===== src/logic/pec_defs.vh =====
`ifndef PEC_DEFS_VH
`define PEC_DEFS_VH

// ----------------------------------------------------------------
// Register byte addresses
// ----------------------------------------------------------------
`define PEC_RX_ERR_BASE 16'h0300
`define PEC_RX_ERR_LAST 16'h0307
`define PEC_FWD_ERR_BASE 16'h0308
`define PEC_FWD_ERR_LAST 16'h030B
`define PEC_FRAME_UNIT_ERR 16'h030C
`define PEC_HOST_IF_ERR_CNT 16'h030D
`define PEC_HOST_IF_CODE_LO 16'h030E
`define PEC_HOST_IF_CODE_HI 16'h030F

// ----------------------------------------------------------------
// Reset and counter limits
// ----------------------------------------------------------------
`define PEC_CNT_RESET 8'h00
`define PEC_CNT_MAX 8'hFF
`define PEC_CNT_ONE 8'h01
`define PEC_CODE_RESET 16'h0000
`define PEC_RDATA_RESET 8'h00

// ----------------------------------------------------------------
// Fields of the receive counter word
// ----------------------------------------------------------------
`define PEC_RX_INVALID_LSB 0
`define PEC_RX_PHY_LSB 8

// ----------------------------------------------------------------
// Host interface variants
// ----------------------------------------------------------------
`define PEC_HIF_SPI 3'h0
`define PEC_HIF_MCU8 3'h1
`define PEC_HIF_MCU16 3'h2
`define PEC_HIF_MM 3'h3
`define PEC_HIF_AXI 3'h4

// ----------------------------------------------------------------
// Reason code bit positions
// ----------------------------------------------------------------
`define PEC_SPI_CYC_LSB 0
`define PEC_SPI_BUSY_RD 3
`define PEC_SPI_NO_TERM 4
`define PEC_SPI_AFTER_TERM 5
`define PEC_SPI_SEL_LSB 6
`define PEC_MCU_BUSY_RD 0
`define PEC_MCU_BUSY_WR 1
`define PEC_MCU_ODD_RD 2
`define PEC_MCU_ODD_WR 3
`define PEC_MM_BOTH 0
`define PEC_AXI_AW_DROP 0
`define PEC_AXI_W_DROP 1
`define PEC_AXI_AR_DROP 2
`define PEC_AXI_AW_SIZE 3
`define PEC_AXI_AR_SIZE 4

// Largest supported AXI transfer size code (4 bytes)
`define PEC_AXI_MAX_SIZE 3'h2

`endif


===== src/logic/pec_error_counters.v =====
`timescale 1ns/1ps

`include "pec_defs.vh"

//Function
// - Low byte counts invalid frames, saturating
// - High byte counts receive errors, saturating
// - Write to port counters clears them all
// - Port counts only while loop open
// - Byte per port counts forwarded errors
// - Saturating count of frame unit errors
// - Frame unit counter cleared by own write
// - Saturating count of host interface errors
// - Host counter write clears counter and code
// - Reason code read-only, unused bits zero
// - Serial: bits 2:0 clock cycles mod 8
// - Serial: busy, no termination, after termination
// - Serial: bits 7:6 command or select bits
// - Bus: busy violation on read, write
// - 16-bit bus: odd address without high enable
// - Memory-mapped: read and write together
// - AXI: valid withdrawn before ready
// - AXI: write, read size too large
module pec_error_counters
#(
   parameter [2:0] HIF_VARIANT = `PEC_HIF_SPI
)
(
   input wire clock,
   input wire rst,
   input wire [15:0] net_addr,
   input wire net_wr,
   input wire net_rd,
   output reg [7:0] net_rdata_q,
   input wire [15:0] host_addr,
   input wire host_rd,
   output reg [7:0] host_rdata_q,
   input wire [3:0] port_loop_open,
   input wire [3:0] port_invalid_frame,
   input wire [3:0] port_rx_err,
   input wire [3:0] port_fwd_err,
   input wire frame_unit_err,
   input wire spi_err,
   input wire [2:0] spi_clk_cycles,
   input wire spi_busy_rd,
   input wire spi_no_term,
   input wire spi_after_term,
   input wire [2:0] spi_cmd,
   input wire spi_sel_mosi,
   input wire spi_sel_miso,
   input wire spi_ext_sel,
   input wire mcu_rd_end,
   input wire mcu_wr_end,
   input wire mcu_busy,
   input wire mcu_addr0,
   input wire mcu_high_byte_enable_n,
   input wire mm_read,
   input wire mm_write,
   input wire axi_awvalid,
   input wire axi_awready,
   input wire [2:0] axi_awsize,
   input wire axi_wvalid,
   input wire axi_wready,
   input wire axi_arvalid,
   input wire axi_arready,
   input wire [2:0] axi_arsize
);

// ----------------------------------------------------------------
// Declarations
// ----------------------------------------------------------------
wire [31:0] invalid_cnt;
wire [31:0] phy_cnt;
wire [31:0] fwd_cnt;
wire [7:0] frame_unit_cnt;
wire [7:0] host_if_cnt;
reg [15:0] reason_q;
reg [15:0] reason_d;
reg hif_err;
reg mm_both_q;
reg aw_pend_q;
reg w_pend_q;
reg ar_pend_q;
wire port_clr;
wire frame_unit_clr;
wire host_if_clr;
wire mm_both;
wire aw_drop;
wire w_drop;
wire ar_drop;
wire aw_big;
wire ar_big;
wire mcu_busy_rd;
wire mcu_busy_wr;
wire mcu_odd_rd;
wire mcu_odd_wr;

// ----------------------------------------------------------------
// Clear decode
// ----------------------------------------------------------------
// Written data is ignored, so no data port exists on this side
assign port_clr = net_wr && (net_addr >= `PEC_RX_ERR_BASE) &&
   (net_addr <= `PEC_FWD_ERR_LAST);
assign frame_unit_clr = net_wr &&
   (net_addr == `PEC_FRAME_UNIT_ERR);
assign host_if_clr = net_wr &&
   (net_addr == `PEC_HOST_IF_ERR_CNT);

// ----------------------------------------------------------------
// Per-port counters
// ----------------------------------------------------------------
genvar p;
generate
   for (p = 0; p < 4; p = p + 1)
   begin : g_port
      pec_sat_cnt u_invalid
      (
         .clock(clock),
         .rst(rst),
         .clr(port_clr),
         .inc(port_invalid_frame[p] & port_loop_open[p]),
         .count_q(invalid_cnt[8*p+7:8*p])
      );
      pec_sat_cnt u_phy
      (
         .clock(clock),
         .rst(rst),
         .clr(port_clr),
         .inc(port_rx_err[p] & port_loop_open[p]),
         .count_q(phy_cnt[8*p+7:8*p])
      );
      pec_sat_cnt u_fwd
      (
         .clock(clock),
         .rst(rst),
         .clr(port_clr),
         .inc(port_fwd_err[p] & port_loop_open[p]),
         .count_q(fwd_cnt[8*p+7:8*p])
      );
   end
endgenerate

// ----------------------------------------------------------------
// Frame unit and host interface counters
// ----------------------------------------------------------------
pec_sat_cnt u_frame_unit
(
   .clock(clock),
   .rst(rst),
   .clr(frame_unit_clr),
   .inc(frame_unit_err),
   .count_q(frame_unit_cnt)
);

pec_sat_cnt u_host_if
(
   .clock(clock),
   .rst(rst),
   .clr(host_if_clr),
   .inc(hif_err),
   .count_q(host_if_cnt)
);

// ----------------------------------------------------------------
// Bus error detection
// ----------------------------------------------------------------
assign mcu_busy_rd = mcu_rd_end & mcu_busy;
assign mcu_busy_wr = mcu_wr_end & mcu_busy;
assign mcu_odd_rd = mcu_rd_end & mcu_addr0 & mcu_high_byte_enable_n;
assign mcu_odd_wr = mcu_wr_end & mcu_addr0 & mcu_high_byte_enable_n;

// One error per overlap, not one per cycle of it
assign mm_both = mm_read & mm_write;

// Pending means valid was up without ready in the last cycle
assign aw_drop = aw_pend_q & ~axi_awvalid;
assign w_drop = w_pend_q & ~axi_wvalid;
assign ar_drop = ar_pend_q & ~axi_arvalid;
assign aw_big = axi_awvalid & axi_awready &
   (axi_awsize > `PEC_AXI_MAX_SIZE);
assign ar_big = axi_arvalid & axi_arready &
   (axi_arsize > `PEC_AXI_MAX_SIZE);

always @(posedge clock)
begin
   if (rst)
   begin
      mm_both_q <= 1'b0;
      aw_pend_q <= 1'b0;
      w_pend_q <= 1'b0;
      ar_pend_q <= 1'b0;
   end
   else
   begin
      mm_both_q <= mm_both;
      aw_pend_q <= axi_awvalid & ~axi_awready;
      w_pend_q <= axi_wvalid & ~axi_wready;
      ar_pend_q <= axi_arvalid & ~axi_arready;
   end
end

// ----------------------------------------------------------------
// Reason code assembly
// ----------------------------------------------------------------
// Variant is fixed at build time; other variants' inputs are unused
always @*
begin
   reason_d = `PEC_CODE_RESET;
   hif_err = 1'b0;
   case (HIF_VARIANT)
      `PEC_HIF_SPI:
      begin
         hif_err = spi_err;
         reason_d[`PEC_SPI_CYC_LSB+2:`PEC_SPI_CYC_LSB] =
            spi_clk_cycles;
         reason_d[`PEC_SPI_BUSY_RD] = spi_busy_rd;
         reason_d[`PEC_SPI_NO_TERM] = spi_no_term;
         reason_d[`PEC_SPI_AFTER_TERM] = spi_after_term;
         if (spi_ext_sel)
            reason_d[`PEC_SPI_SEL_LSB+1:`PEC_SPI_SEL_LSB] =
               {spi_sel_mosi, spi_sel_miso};
         else
            reason_d[`PEC_SPI_SEL_LSB+1:`PEC_SPI_SEL_LSB] =
               spi_cmd[2:1];
      end
      `PEC_HIF_MCU8:
      begin
         hif_err = mcu_busy_rd | mcu_busy_wr;
         reason_d[`PEC_MCU_BUSY_RD] = mcu_busy_rd;
         reason_d[`PEC_MCU_BUSY_WR] = mcu_busy_wr;
      end
      `PEC_HIF_MCU16:
      begin
         hif_err = mcu_busy_rd | mcu_busy_wr | mcu_odd_rd | mcu_odd_wr;
         reason_d[`PEC_MCU_BUSY_RD] = mcu_busy_rd;
         reason_d[`PEC_MCU_BUSY_WR] = mcu_busy_wr;
         reason_d[`PEC_MCU_ODD_RD] = mcu_odd_rd;
         reason_d[`PEC_MCU_ODD_WR] = mcu_odd_wr;
      end
      `PEC_HIF_MM:
      begin
         hif_err = mm_both & ~mm_both_q;
         reason_d[`PEC_MM_BOTH] = 1'b1;
      end
      `PEC_HIF_AXI:
      begin
         hif_err = aw_drop | w_drop | ar_drop | aw_big | ar_big;
         reason_d[`PEC_AXI_AW_DROP] = aw_drop;
         reason_d[`PEC_AXI_W_DROP] = w_drop;
         reason_d[`PEC_AXI_AR_DROP] = ar_drop;
         reason_d[`PEC_AXI_AW_SIZE] = aw_big;
         reason_d[`PEC_AXI_AR_SIZE] = ar_big;
      end
      default:
      begin
         hif_err = 1'b0;
         reason_d = `PEC_CODE_RESET;
      end
   endcase
end

// New error beats a clear in the same cycle
always @(posedge clock)
begin
   if (rst)
      reason_q <= `PEC_CODE_RESET;
   else if (hif_err)
      reason_q <= reason_d;
   else if (host_if_clr)
      reason_q <= `PEC_CODE_RESET;
end

// ----------------------------------------------------------------
// Read paths
// ----------------------------------------------------------------
// Both sides share one byte map; the code is never writable
function [7:0] read_byte;
   input [15:0] addr;
   reg [15:0] off;
   begin
      off = addr - `PEC_RX_ERR_BASE;
      read_byte = 8'h00;
      if (addr >= `PEC_RX_ERR_BASE && addr <= `PEC_RX_ERR_LAST)
      begin
         if (off[0])
            read_byte = phy_cnt[8*off[2:1] +: 8];
         else
            read_byte = invalid_cnt[8*off[2:1] +: 8];
      end
      else if (addr >= `PEC_FWD_ERR_BASE && addr <= `PEC_FWD_ERR_LAST)
         read_byte = fwd_cnt[8*off[1:0] +: 8];
      else if (addr == `PEC_FRAME_UNIT_ERR)
         read_byte = frame_unit_cnt;
      else if (addr == `PEC_HOST_IF_ERR_CNT)
         read_byte = host_if_cnt;
      else if (addr == `PEC_HOST_IF_CODE_LO)
         read_byte = reason_q[7:0];
      else if (addr == `PEC_HOST_IF_CODE_HI)
         read_byte = reason_q[15:8];
   end
endfunction

// Read data holds until the next read strobe
always @(posedge clock)
begin
   if (rst)
   begin
      net_rdata_q <= `PEC_RDATA_RESET;
      host_rdata_q <= `PEC_RDATA_RESET;
   end
   else
   begin
      if (net_rd)
         net_rdata_q <= read_byte(net_addr);
      if (host_rd)
         host_rdata_q <= read_byte(host_addr);
   end
end

endmodule


===== src/logic/pec_sat_cnt.v =====
`timescale 1ns/1ps

module pec_sat_cnt
(
   input wire clock,
   input wire rst,
   input wire clr,
   input wire inc,
   output reg [7:0] count_q
);

`include "pec_defs.vh"

// ----------------------------------------------------------------
// Saturating byte counter
// ----------------------------------------------------------------
// An event in the clearing cycle is kept: it counts as the first
always @(posedge clock)
begin
   if (rst)
      count_q <= `PEC_CNT_RESET;
   else if (inc)
   begin
      if (clr)
         count_q <= `PEC_CNT_ONE;
      else if (count_q != `PEC_CNT_MAX)
         count_q <= count_q + `PEC_CNT_ONE;
   end
   else if (clr)
      count_q <= `PEC_CNT_RESET;
end

endmodule


===== config.mk =====
export PLATFORM = sky130hd
export DESIGN_NAME = pec_error_counters
export DESIGN_NICKNAME = d
export VERILOG_FILES = /design/src/logic/pec_error_counters.v /design/src/logic/pec_sat_cnt.v
export VERILOG_INCLUDE_DIRS = /design/src /design/src/logic
export SDC_FILE = /design/constraint.sdc
export NUM_CORES = 1
export LEC_CHECK = 0
export BUFFER_PORTS_ARGS = -buffer_cell sky130_fd_sc_hd__buf_2
export CAP_MARGIN = 20
export CORE_AREA = 2 2 149 151
export DETAILED_ROUTE_END_ITERATION = 10
export DIE_AREA = 0 0 151 153
export PLACE_DENSITY = 0.66
export SYNTH_ARGS = -nofsm -noshare
export SYNTH_HDL_FRONTEND = slang
export SYNTH_HIERARCHICAL = 1
export SYNTH_SLANG_ARGS = --single-unit

===== constraint.sdc =====
create_clock -name clock -period 5.85 [get_ports clock]
set_input_delay 1.755 -clock clock [delete_from_list [all_inputs] [get_ports clock]]
set_output_delay 1.755 -clock clock [all_outputs]
set_load 0.02 [all_outputs]

==> results of run 1 <==
-- cells by family after synthesis --
| logic type | Yosys count |
|---|---|
| compound gates | 351 |
| fa+ha+maj | 14 |
| buf+inv | 87 |
| flops | 136 |
| mux | 80 |
| simple gates | 385 |
-- registers in the layout, summed over array words and instances, names as in the netlist --
register                  cells
net_rdata_q                   8
g_port.u_invalid/count_q     32
g_port.u_fwd/count_q         32
host_rdata_q                  8
g_port.u_phy/count_q         32
u_host_if/count_q             8
reason_q                      8
u_frame_unit/count_q          8
-- Yosys cell counts (15+ instances only) --
cell type,number,area [sq um]
a211oi_1,36,270
a21oi_1,118,591
a221o_1,16,160
a31oi_1,28,175
and3_1,15,93.8
and4_1,15,131
buf_4,20,150
buf_6,16,180
clkbuf_1,18,67.6
dfxtp_1,136,2720
inv_1,24,90.1
mux2_1,16,180
mux2i_1,22,220
mux4_2,32,721
nand2_1,81,304
nand3_1,15,75.1
nand4_1,30,188
nor2_1,54,203
nor2b_1,20,125
nor3_1,28,140
o21ai_0,22,110
o22ai_1,16,100
or2_2,17,106
-- routing by layer --
metal | track usage | part of all wire | vias up
met5 | 0 | 0.00049 | -
met4 | 0.0792 | 0.021 | 2
met3 | 0.0376 | 0.071 | 44
met2 | 0.355 | 0.45 | 362
met1 | 0.330 | 0.46 | 4257
li1 | - | - | 4293
-- tightest hold or removal path, delay by kind of cell (launching register included) --
kind | cells | cell delay (ns)
multiplexers | 1 | 0.06
AND/OR/NAND/NOR | 1 | 0.07
flip-flops | 1 | 0.36
-- final cells by class --
type / instances / area share
Clock inverter: 11 / 0.0164
Tap cell: 280 / 0.0338
Multi-Input combinational cell: 830 / 0.590
Clock buffer: 21 / 0.0444
Inverter: 24 / 0.00869
Sequential cell: 136 / 0.263
Timing Repair Buffer: 86 / 0.0439
-- power groups by stage --
stage	registers [mW]	logic [mW]	clock network (mW)
floorplan	0.982	0.153	0
global placement	0.989	0.211	0
detailed placement	0.989	0.213	0
CTS	0.969	0.214	1.18
global route	0.972	0.237	1.22
finish	0.970	0.216	1.16
-- through the flow --
stage          setup slack [ns]  std cells
4_1_cts                    1.92       1387
2_1_floorplan             0.908       1053
5_1_grt                    1.70       1388
6_report                   1.92       1388
3_3_place_gp               1.56       1355
3_5_place_dp               1.48       1355
-- path summary, 6_finish.rpt --
kind	from	end	slack, ns
setup reg to reg	g_port[1].u_phy/count_q[0]	g_port[1].u_phy/count_q[6]	4.08
setup / recovery	net_addr[14]	g_port[2].u_invalid/count_q[4]	1.92
hold reg to reg	g_port[0].u_fwd/count_q[1]	g_port[0].u_fwd/count_q[1]	0.54
hold / removal	g_port[0].u_fwd/count_q[1]	g_port[0].u_fwd/count_q[1]	0.54
==> metrics.txt, run 1 <==
status finished clean; via density per instance 6.45; Worst Tran Pin Value 0.848 ns; RSZ-0062 raised after global routing no; post-route ant nets 0; Synth Area in Compound Gates 0.253; Pwr per Cell Area 226 nW/um^2; Residual DRC 0; Mean Syn Cell Area 8.89 sq um; Max-slew headroom 0.434; initial antenna violation count 1; Synth Register Bits 136; Synth Net Count 1,153; combinational power share 0.092; cells after synthesis 1,053; boundary pin count 102; Max Clock Freq 254 MHz; Initial DRC Count 619; share of cells above drive strength 1 0.190; DR WL/cell 19.1 microns; Post-Syn Area 9360 sq um; CTS root buf clkbuf_16; cells on worst reg2reg path 4; post-route cell area 10,400 sq um; Yosys warning total 6; commonest non-fill, non-tap cells in the layout dfxtp_1, a21oi_1, nand2_1, buf_2, nor2_1; Crit path largest cell delay 0.59 ns; FILL cells 2,068; xor/xnor share of the synthesized area 0; CTS tree done; Design Power 2.35 mW; Crit path depth 8; vias in the first global route 7,933; Finished Core Util 0.483; Die X 151 microns; number of flops mapped to enable cells by yosys 0; critical path class in -> reg; Leak Pwr 3.81 nW; mux share of post-synthesis cell area 0.132; WHS Path Cells 2; Routed Wire Length 26,500 microns; clock-pin slew on the worst setup and hold paths 0.06 ns; Net Sw Power 579 uW; CP max stage cell nand4_1; main combinational cell family by area after synthesis compound AO/OA/AOI/OAI gates; First-pass DRT Iterations 5; Synth Area in Simple Gates 0.249; synth unique cells 53; HPWL after detailed placement 19,100 microns; Post-Synth Adder-Cell Area 0.0187; routability cong. 0.881; clock sinks 136; Clk network pwr share 0.494; required time of the critical path 6.17 ns; Inserted Clock Buffers 17; Layout area overhead 10.8%; Crit path buffers/inverters 2; Main synth FF type dfxtp_1; cell family with most CP delay simple AND/OR/NAND/NOR gates; Area after DPL 9720 sq um; Int Power 1.77 mW; GR Overflow Total 0; Total GRT Usage 0.232; starting density of the core 0.436; Slew Limit Fails 0; Max Root-Sink Buffers 2; most common cell after layout, fill and taps aside dfxtp_1; Reg area 2720 sq um; Post-synth ARST share 0; crit end category flop; pin count of the biggest net entering global routing 61; vias after detailed routing 8,958; Nets 1,195; CP Data Arrival Time 4.25 ns; Hold Fails Final Rpt 0; FP Rows 54; first-pass GRT wire length 42,300 microns; VDD IR max 146 uV; Worst Setup Start Kind input pin; fin crit period 3.93 ns; Hold WC Path Type reg -> reg; Setup TNS 0 ns; Multi-input gate area 6120 sq um; ant diodes 0; H-tree depth 4; CP Cell Sequence buf_2 -> nor4_2 -> nand4_1 -> a21oi_4 -> buf_4 -> or2_2 -> nor3_1 -> o21bai_1; postcts setup bufs 0; sequential area share after synthesis 0.291; core area 21,500 sq um; Final setup viols 0; max-cap viol count 0; switch share 0.247; fin crit share 0.672; CTS-repair resized insts 0; Fin Clk Skew 0.00873 ns; Worst-Skew Late Latency 0.43 ns; CTS Hold Bufs 0; crit path max fanout 60; Seq pwr share 0.413; Port-buffer cells 81; Die Ht 153 microns; hold slack 0.539 ns; Die ar. 23,100 sq um
(Power assumes the default switching activity.)
==> run 2: changes to the inputs <==
Settings changed: ABC_AREA from default to 1, CORE_AREA 2 2 149 151 to 2 2 158 160, DIE_AREA 0 0 151 153 to 0 0 160 162, PLACE_DENSITY 0.66 to 0.68.
Clock period 5.85 ns to 3.45 ns, I/O delays scaled along.
==> metrics.txt, run 2 <==
Worst Setup Start Kind input pin; status finished clean; HPWL after detailed placement 24,000 microns (+26%); Hold WC Path Type reg -> reg; Mean Syn Cell Area 5.95 sq um (-33%); First-pass DRT Iterations 6 (+1); max-cap viol count 0 (unchanged); Max Clock Freq 395 MHz; most common cell after layout, fill and taps aside nand2_1; VDD IR max 236 uV (+61%); CP Cell Sequence buf_2 -> inv_1 -> nand2_1 -> nor4_1 -> buf_4 -> inv_4 -> a21oi_1 -> nand3_1 -> a21oi_1; Hold Fails Final Rpt 0 (unchanged); Yosys warning total 6 (unchanged); Main synth FF type dfxtp_1; fin crit period 2.53 ns; Inserted Clock Buffers 17 (unchanged); Synth Net Count 1,858 (+61%); cells after synthesis 1,758 (+67%); initial antenna violation count 2 (+1); Net Sw Power 1.03 mW (+77%); Max Root-Sink Buffers 2 (unchanged); Pwr per Cell Area 353 nW/um^2 (+56%); CTS-repair resized insts 0 (unchanged); Residual DRC 0 (unchanged); Max-slew headroom 0.475 (+0.0407); clock sinks 136 (unchanged); most frequent CP cell a21oi_1; Seq pwr share 0.382 (-0.031); CTS Hold Bufs 0 (unchanged); vias in the first global route 10.5k (+33%); Port-buffer cells 81 (unchanged); Layout area overhead 14.9%; Crit path largest cell delay 0.38 ns (-0.21 ns); CTS root buf clkbuf_16; H-tree depth 4 (unchanged); synth unique cells 32 (-40%); Worst Tran Pin Value 0.787 ns (-0.0610 ns); placed instance count 2,153 (+59%); Int Power 3.21 mW (+82%); fin crit share 0.733; crit path max fanout 15 (-75%); Die Ht 162 microns (+5.9%); Worst-Skew Late Latency 0.43 ns (about the same); GR Overflow Total 0 (unchanged); Leak Pwr 5.12 nW (+34%); count leader, synth nand2_1; number of flops mapped to enable cells by yosys 0 (unchanged); Fin Clk Skew 0.00958 ns (+0.000849 ns); core area 24,100 sq um (+12%); critical path class in -> reg; Slew Limit Fails 0 (unchanged); switch share 0.243 (-0.00428); hold slack 0.467 ns (-0.0724 ns); required time of the critical path 3.81 ns (-2.36 ns); combinational power share 0.082 (-0.010); Synth area leader dfxtp_1; post-route non-filler standard cell count 2,187 (+58%); DR WL/cell 14.5 microns (-24%); Final setup viols 0 (unchanged); Finished Core Util 0.498 (+0.0155); Die ar. 25,900 sq um (+12%); Post-Syn Area 10,500 sq um (+12%); FP Rows 57 (+5.6%); top cells by area, synth dfxtp_1, nand2_1, nand3_1, a21oi_1, inv_1; Post-synth top cells nand2_1, nand3_1, inv_1, nor2_1, a21oi_1; Clk network pwr share 0.536 (+0.042); Setup TNS 0 ns (unchanged); RSZ-0062 raised after global routing no; first-pass GRT wire length 51,800 microns (+22%); routability cong. 0.947 (+7.5%); Total GRT Usage 0.244 (+0.0125); Synth top area share 0.260 (-0.0305); sequential area share after synthesis 0.260 (-0.0305); Die X 160 microns (+6.0%); via density per instance 5.32 (-18%); Top Registers g_port.u_fwd/count_q: 32 flops, g_port.u_invalid/count_q: 32 flops, g_port.u_phy/count_q: 32 flops; crit end category flop; post-route ant nets 0 (unchanged); Routed Wire Length 31,600 microns (+19%); pin count of the biggest net entering global routing 55 (-9.8%); CP max stage cell nor4_1; CTS tree done; postcts setup bufs 0 (unchanged); Post-synth ARST share 0 (unchanged); vias after detailed routing 11.6k (+30%); starting density of the core 0.434 (-0.00193); share of cells above drive strength 1 0.147 (-0.0423); Synth Register Bits 136 (unchanged); clock-pin slew on the worst setup and hold paths 0.06 ns (about the same); commonest non-fill, non-tap cells in the layout nand2_1, nand3_1, inv_1; CP Data Arrival Time 2.89 ns (-1.36 ns); Nets 1,948 (+63%); boundary pin count 102 (unchanged); Initial DRC Count 1,061 (+71%)
run 2: layer usage:
| layer | GRT usage | up-vias | share of wire |
|---|---|---|---|
| li1 | - | 5900 | - |
| met1 | 0.324 | 5296 | 0.45 |
| met2 | 0.395 | 372 | 0.45 |
| met3 | 0.0455 | 63 | 0.066 |
| met4 | 0.0938 | 0 | 0.028 |
| met5 | 0 | - | 0 |
run 2: critical path: cells and delay by family:
| family | cells | cell delay [ns] |
|---|---|---|
| buf+inv | 4 | 0.81 |
| simple gates | 3 | 0.74 |
| compound gates | 2 | 0.29 |
run 2: layout make-up:
class                   count  area [sq um]
clock inverters            14           293
flip-flops and latches    136          2720
repair buffers             98           536
inverters                 210           821
fillers                  2533         12100
diodes                      2          5.00
clock buffers              18           429
well taps                 324           405
multi-input cells        1385          6800
run 2: power by group through the flow:
stage	clock [mW]	combinational (mW)	sequential (mW)
floorplan	0	0.200	1.65
global placement	0	0.338	1.65
detailed placement	0	0.342	1.65
CTS	2.31	0.344	1.62
global route	2.39	0.385	1.62
finish	2.27	0.348	1.62
run 2: cell families after synthesis:
| kind of cell | after synthesis | share of synthesized area |
|---|---|---|
| simple gates | 1138 | 0.504 |
| flops | 136 | 0.260 |
| buf+inv | 237 | 0.0928 |
| xor+xnor | 13 | 0.0109 |
| fa+ha+maj | 14 | 0.0168 |
| compound gates | 220 | 0.115 |
run 2: final timing paths:
| path | from | endpoint | slack, ns | cells past startpoint |
|---|---|---|---|---|
| hold / removal | net_rdata_q[0] | net_rdata_q[0] | 0.47 | 2 |
| setup / recovery | net_addr[1] | u_host_if/count_q[0] | 0.92 | 9 |
| setup reg to reg | g_port[1].u_fwd/count_q[0] | g_port[1].u_fwd/count_q[6] | 1.94 | 8 |
| hold reg to reg | net_rdata_q[0] | net_rdata_q[0] | 0.47 | 2 |
run 2: per-stage QoR:
stage	setup slack [ns]	power, mW	instance area (sq um)
final	0.921	4.23	12000
after global routing	0.713	4.39	12000
after CTS	1.00	4.27	12000
after detailed placement	0.569	1.99	11300
after global placement	0.579	1.99	11300
after floorplan	-0.00857	1.85	10500
==> run 3: changes to the inputs <==
Settings changed: ABC_AREA 1 to 0, CORE_AREA 2 2 158 160 to 2 2 149 151, DIE_AREA 0 0 160 162 to 0 0 151 153, PLACE_DENSITY 0.68 to 0.69.
Clock period 3.45 ns to 2.3 ns, I/O delays scaled along.
==> metrics.txt, run 3 (same netlist as run 1, synthesis figures left out) <==
Leak Pwr 4.01 nW (-22%); clock-pin slew on the worst setup and hold paths 0.06 ns (about the same); Routed Wire Length 26,600 microns (-16%); Max Clock Freq 507 MHz; Total GRT Usage 0.233 (-0.0112); Hold Fails Final Rpt 0 (unchanged); CTS Hold Bufs 0 (unchanged); Design Power 5.94 mW (+40%); pre-CTS WS -0.0522 ns (-0.621 ns); routability cong. 0.912 (-3.6%); clock sinks 136 (unchanged); Setup TNS 0 ns (unchanged); FILL cells 2,012 (-21%); vias in the first global route 8,280 (-21%); Initial DRC Count 787 (-26%); RR Startpoint g_port[1].u_phy/count_q[0]; Die Ht 153 microns (-5.6%); Inserted Clock Buffers 17 (unchanged); First-pass DRT Iterations 7 (+1); crit end category flop; boundary pin count 102 (unchanged); fin crit period 1.97 ns; Area after DPL 10,200 sq um (-9.8%); hold slack 0.511 ns (+0.0443 ns); hold_sp spi_clk_cycles[2]; WHS Path Cells 3 (+1); starting density of the core 0.436 (+0.00193); Finished Core Util 0.502 (+0.00373); CP Data Arrival Time 2.29 ns (-0.60 ns); Die X 151 microns (-5.6%); status finished clean; post-route ant nets 0 (unchanged); PnR worst setup slack 0.329 ns (-0.592 ns); vias after detailed routing 9,052 (-22%); hold endpoint reason_q[2]; most common cell after layout, fill and taps aside dfxtp_1; Die ar. 23,100 sq um (-11%); CTS-repair resized insts 0 (unchanged); critical path class in -> reg; RSZ-0062 raised after global routing no; post-route cell area 10,800 sq um (-10%); first-pass GRT wire length 42,900 microns (-17%); Fin Clk Skew 0.00899 ns (-0.000591 ns); crit path max fanout 9 (-6); ant diodes 0 (-2); H-tree depth 4 (unchanged); FF-to-FF End g_port[1].u_phy/count_q[6]; Residual DRC 0 (unchanged); DR WL/cell 18.6 microns (+29%); CTS root buf clkbuf_16; Multi-input gate area 6170 sq um (-9.3%); Final setup viols 0 (unchanged); Pwr per Cell Area 551 nW/um^2 (+56%); postcts setup bufs 0 (unchanged); commonest non-fill, non-tap cells in the layout dfxtp_1, a21oi_1, nand2_1, buf_2, nor2_1; Reg area 2720 sq um (unchanged); post-route non-filler standard cell count 1,431 (-35%); Max-slew headroom 0.552 (+0.0765); share of cells above drive strength 1 0.221 (+0.0734); Max Root-Sink Buffers 2 (unchanged); Top Registers g_port.u_fwd/count_q: 32 flops, g_port.u_invalid/count_q: 32 flops, g_port.u_phy/count_q: 32 flops; Worst-Skew Late Latency 0.43 ns (about the same); Nets 1,238 (-36%); Slew Limit Fails 0 (unchanged); fin crit share 0.857; cells on worst reg2reg path 4 (-4); HPWL after detailed placement 19,800 microns (-17%); placed instance count 1,399 (-35%); Layout area overhead 15.2%; GR Overflow Total 0 (unchanged); via density per instance 6.33 (+19%); required time of the critical path 2.62 ns (-1.19 ns); FP Rows 54 (-5.3%); pin count of the biggest net entering global routing 37 (-33%); flop2flop setup slack 0.56 ns (-1.38 ns); Critical path origin net_addr[1]; Hold WC Path Type in -> reg; Worst Setup Start Kind input pin; Port-buffer cells 81 (unchanged); core area 21,500 sq um (-11%); max-cap viol count 0 (unchanged); VDD IR max 400 uV (+70%); CTS tree done; initial antenna violation count 1 (-1); Worst Tran Pin Value 0.671 ns (-0.116 ns)
-- run 3: changes by cell type in the layout (fill, tap and decap cells not counted), sizes merged, moves of 31 or more --
cell,change
inv,-184
nand3,-221
a21oi,-45
mux4,+32
a211oi,+36
nand2,-530
nor2,-158
buf,+31
-- run 3: critical path, cell delays in order --
cell and delay, ns:
buf_2 0.16, nor2b_1 0.55, nand3_1 0.22, nor2_1 0.25, or2_2 0.21, nor3_1 0.06
o21bai_1 0.16
-- run 3: area by class of cell --
class | instances | share of cell area
clock inverters | 13 | 0.0157
inverters | 24 | 0.00835
well taps | 280 | 0.0325
multi-input cells | 830 | 0.572
repair buffers | 129 | 0.0780
flip-flops and latches | 136 | 0.252
clock buffers | 19 | 0.0411
-- run 3: power breakdown --
| part | switching [mW] | internal, mW | leakage [nW] |
|---|---|---|---|
| sequential | 0.0693 | 2.40 | 1.10 |
| combinational | 0.336 | 0.277 | 2.62 |
| clock | 1.11 | 1.74 | 0.287 |
| total | 1.52 | 4.42 | 4.01 |
-- run 3: how the worst max path moves through the flow --
stage,endpoint,slack (ns),cells past startpoint
detailed placement,u_host_if/count_q[4],-0.05,8
global placement,u_host_if/count_q[4],-0.01,7
floorplan,g_port[3].u_phy/count_q[4],-0.28,7
global route,u_host_if/count_q[4],0.25,7
finish,u_host_if/count_q[4],0.33,7
CTS,u_host_if/count_q[4],0.38,7
-- run 3: metal layers --
metal,share of wire,GRT usage,up-vias
li1,-,-,4350
met1,0.45,0.318,4268
met2,0.44,0.352,371
met3,0.077,0.0472,63
met4,0.038,0.110,0
met5,0,0,-
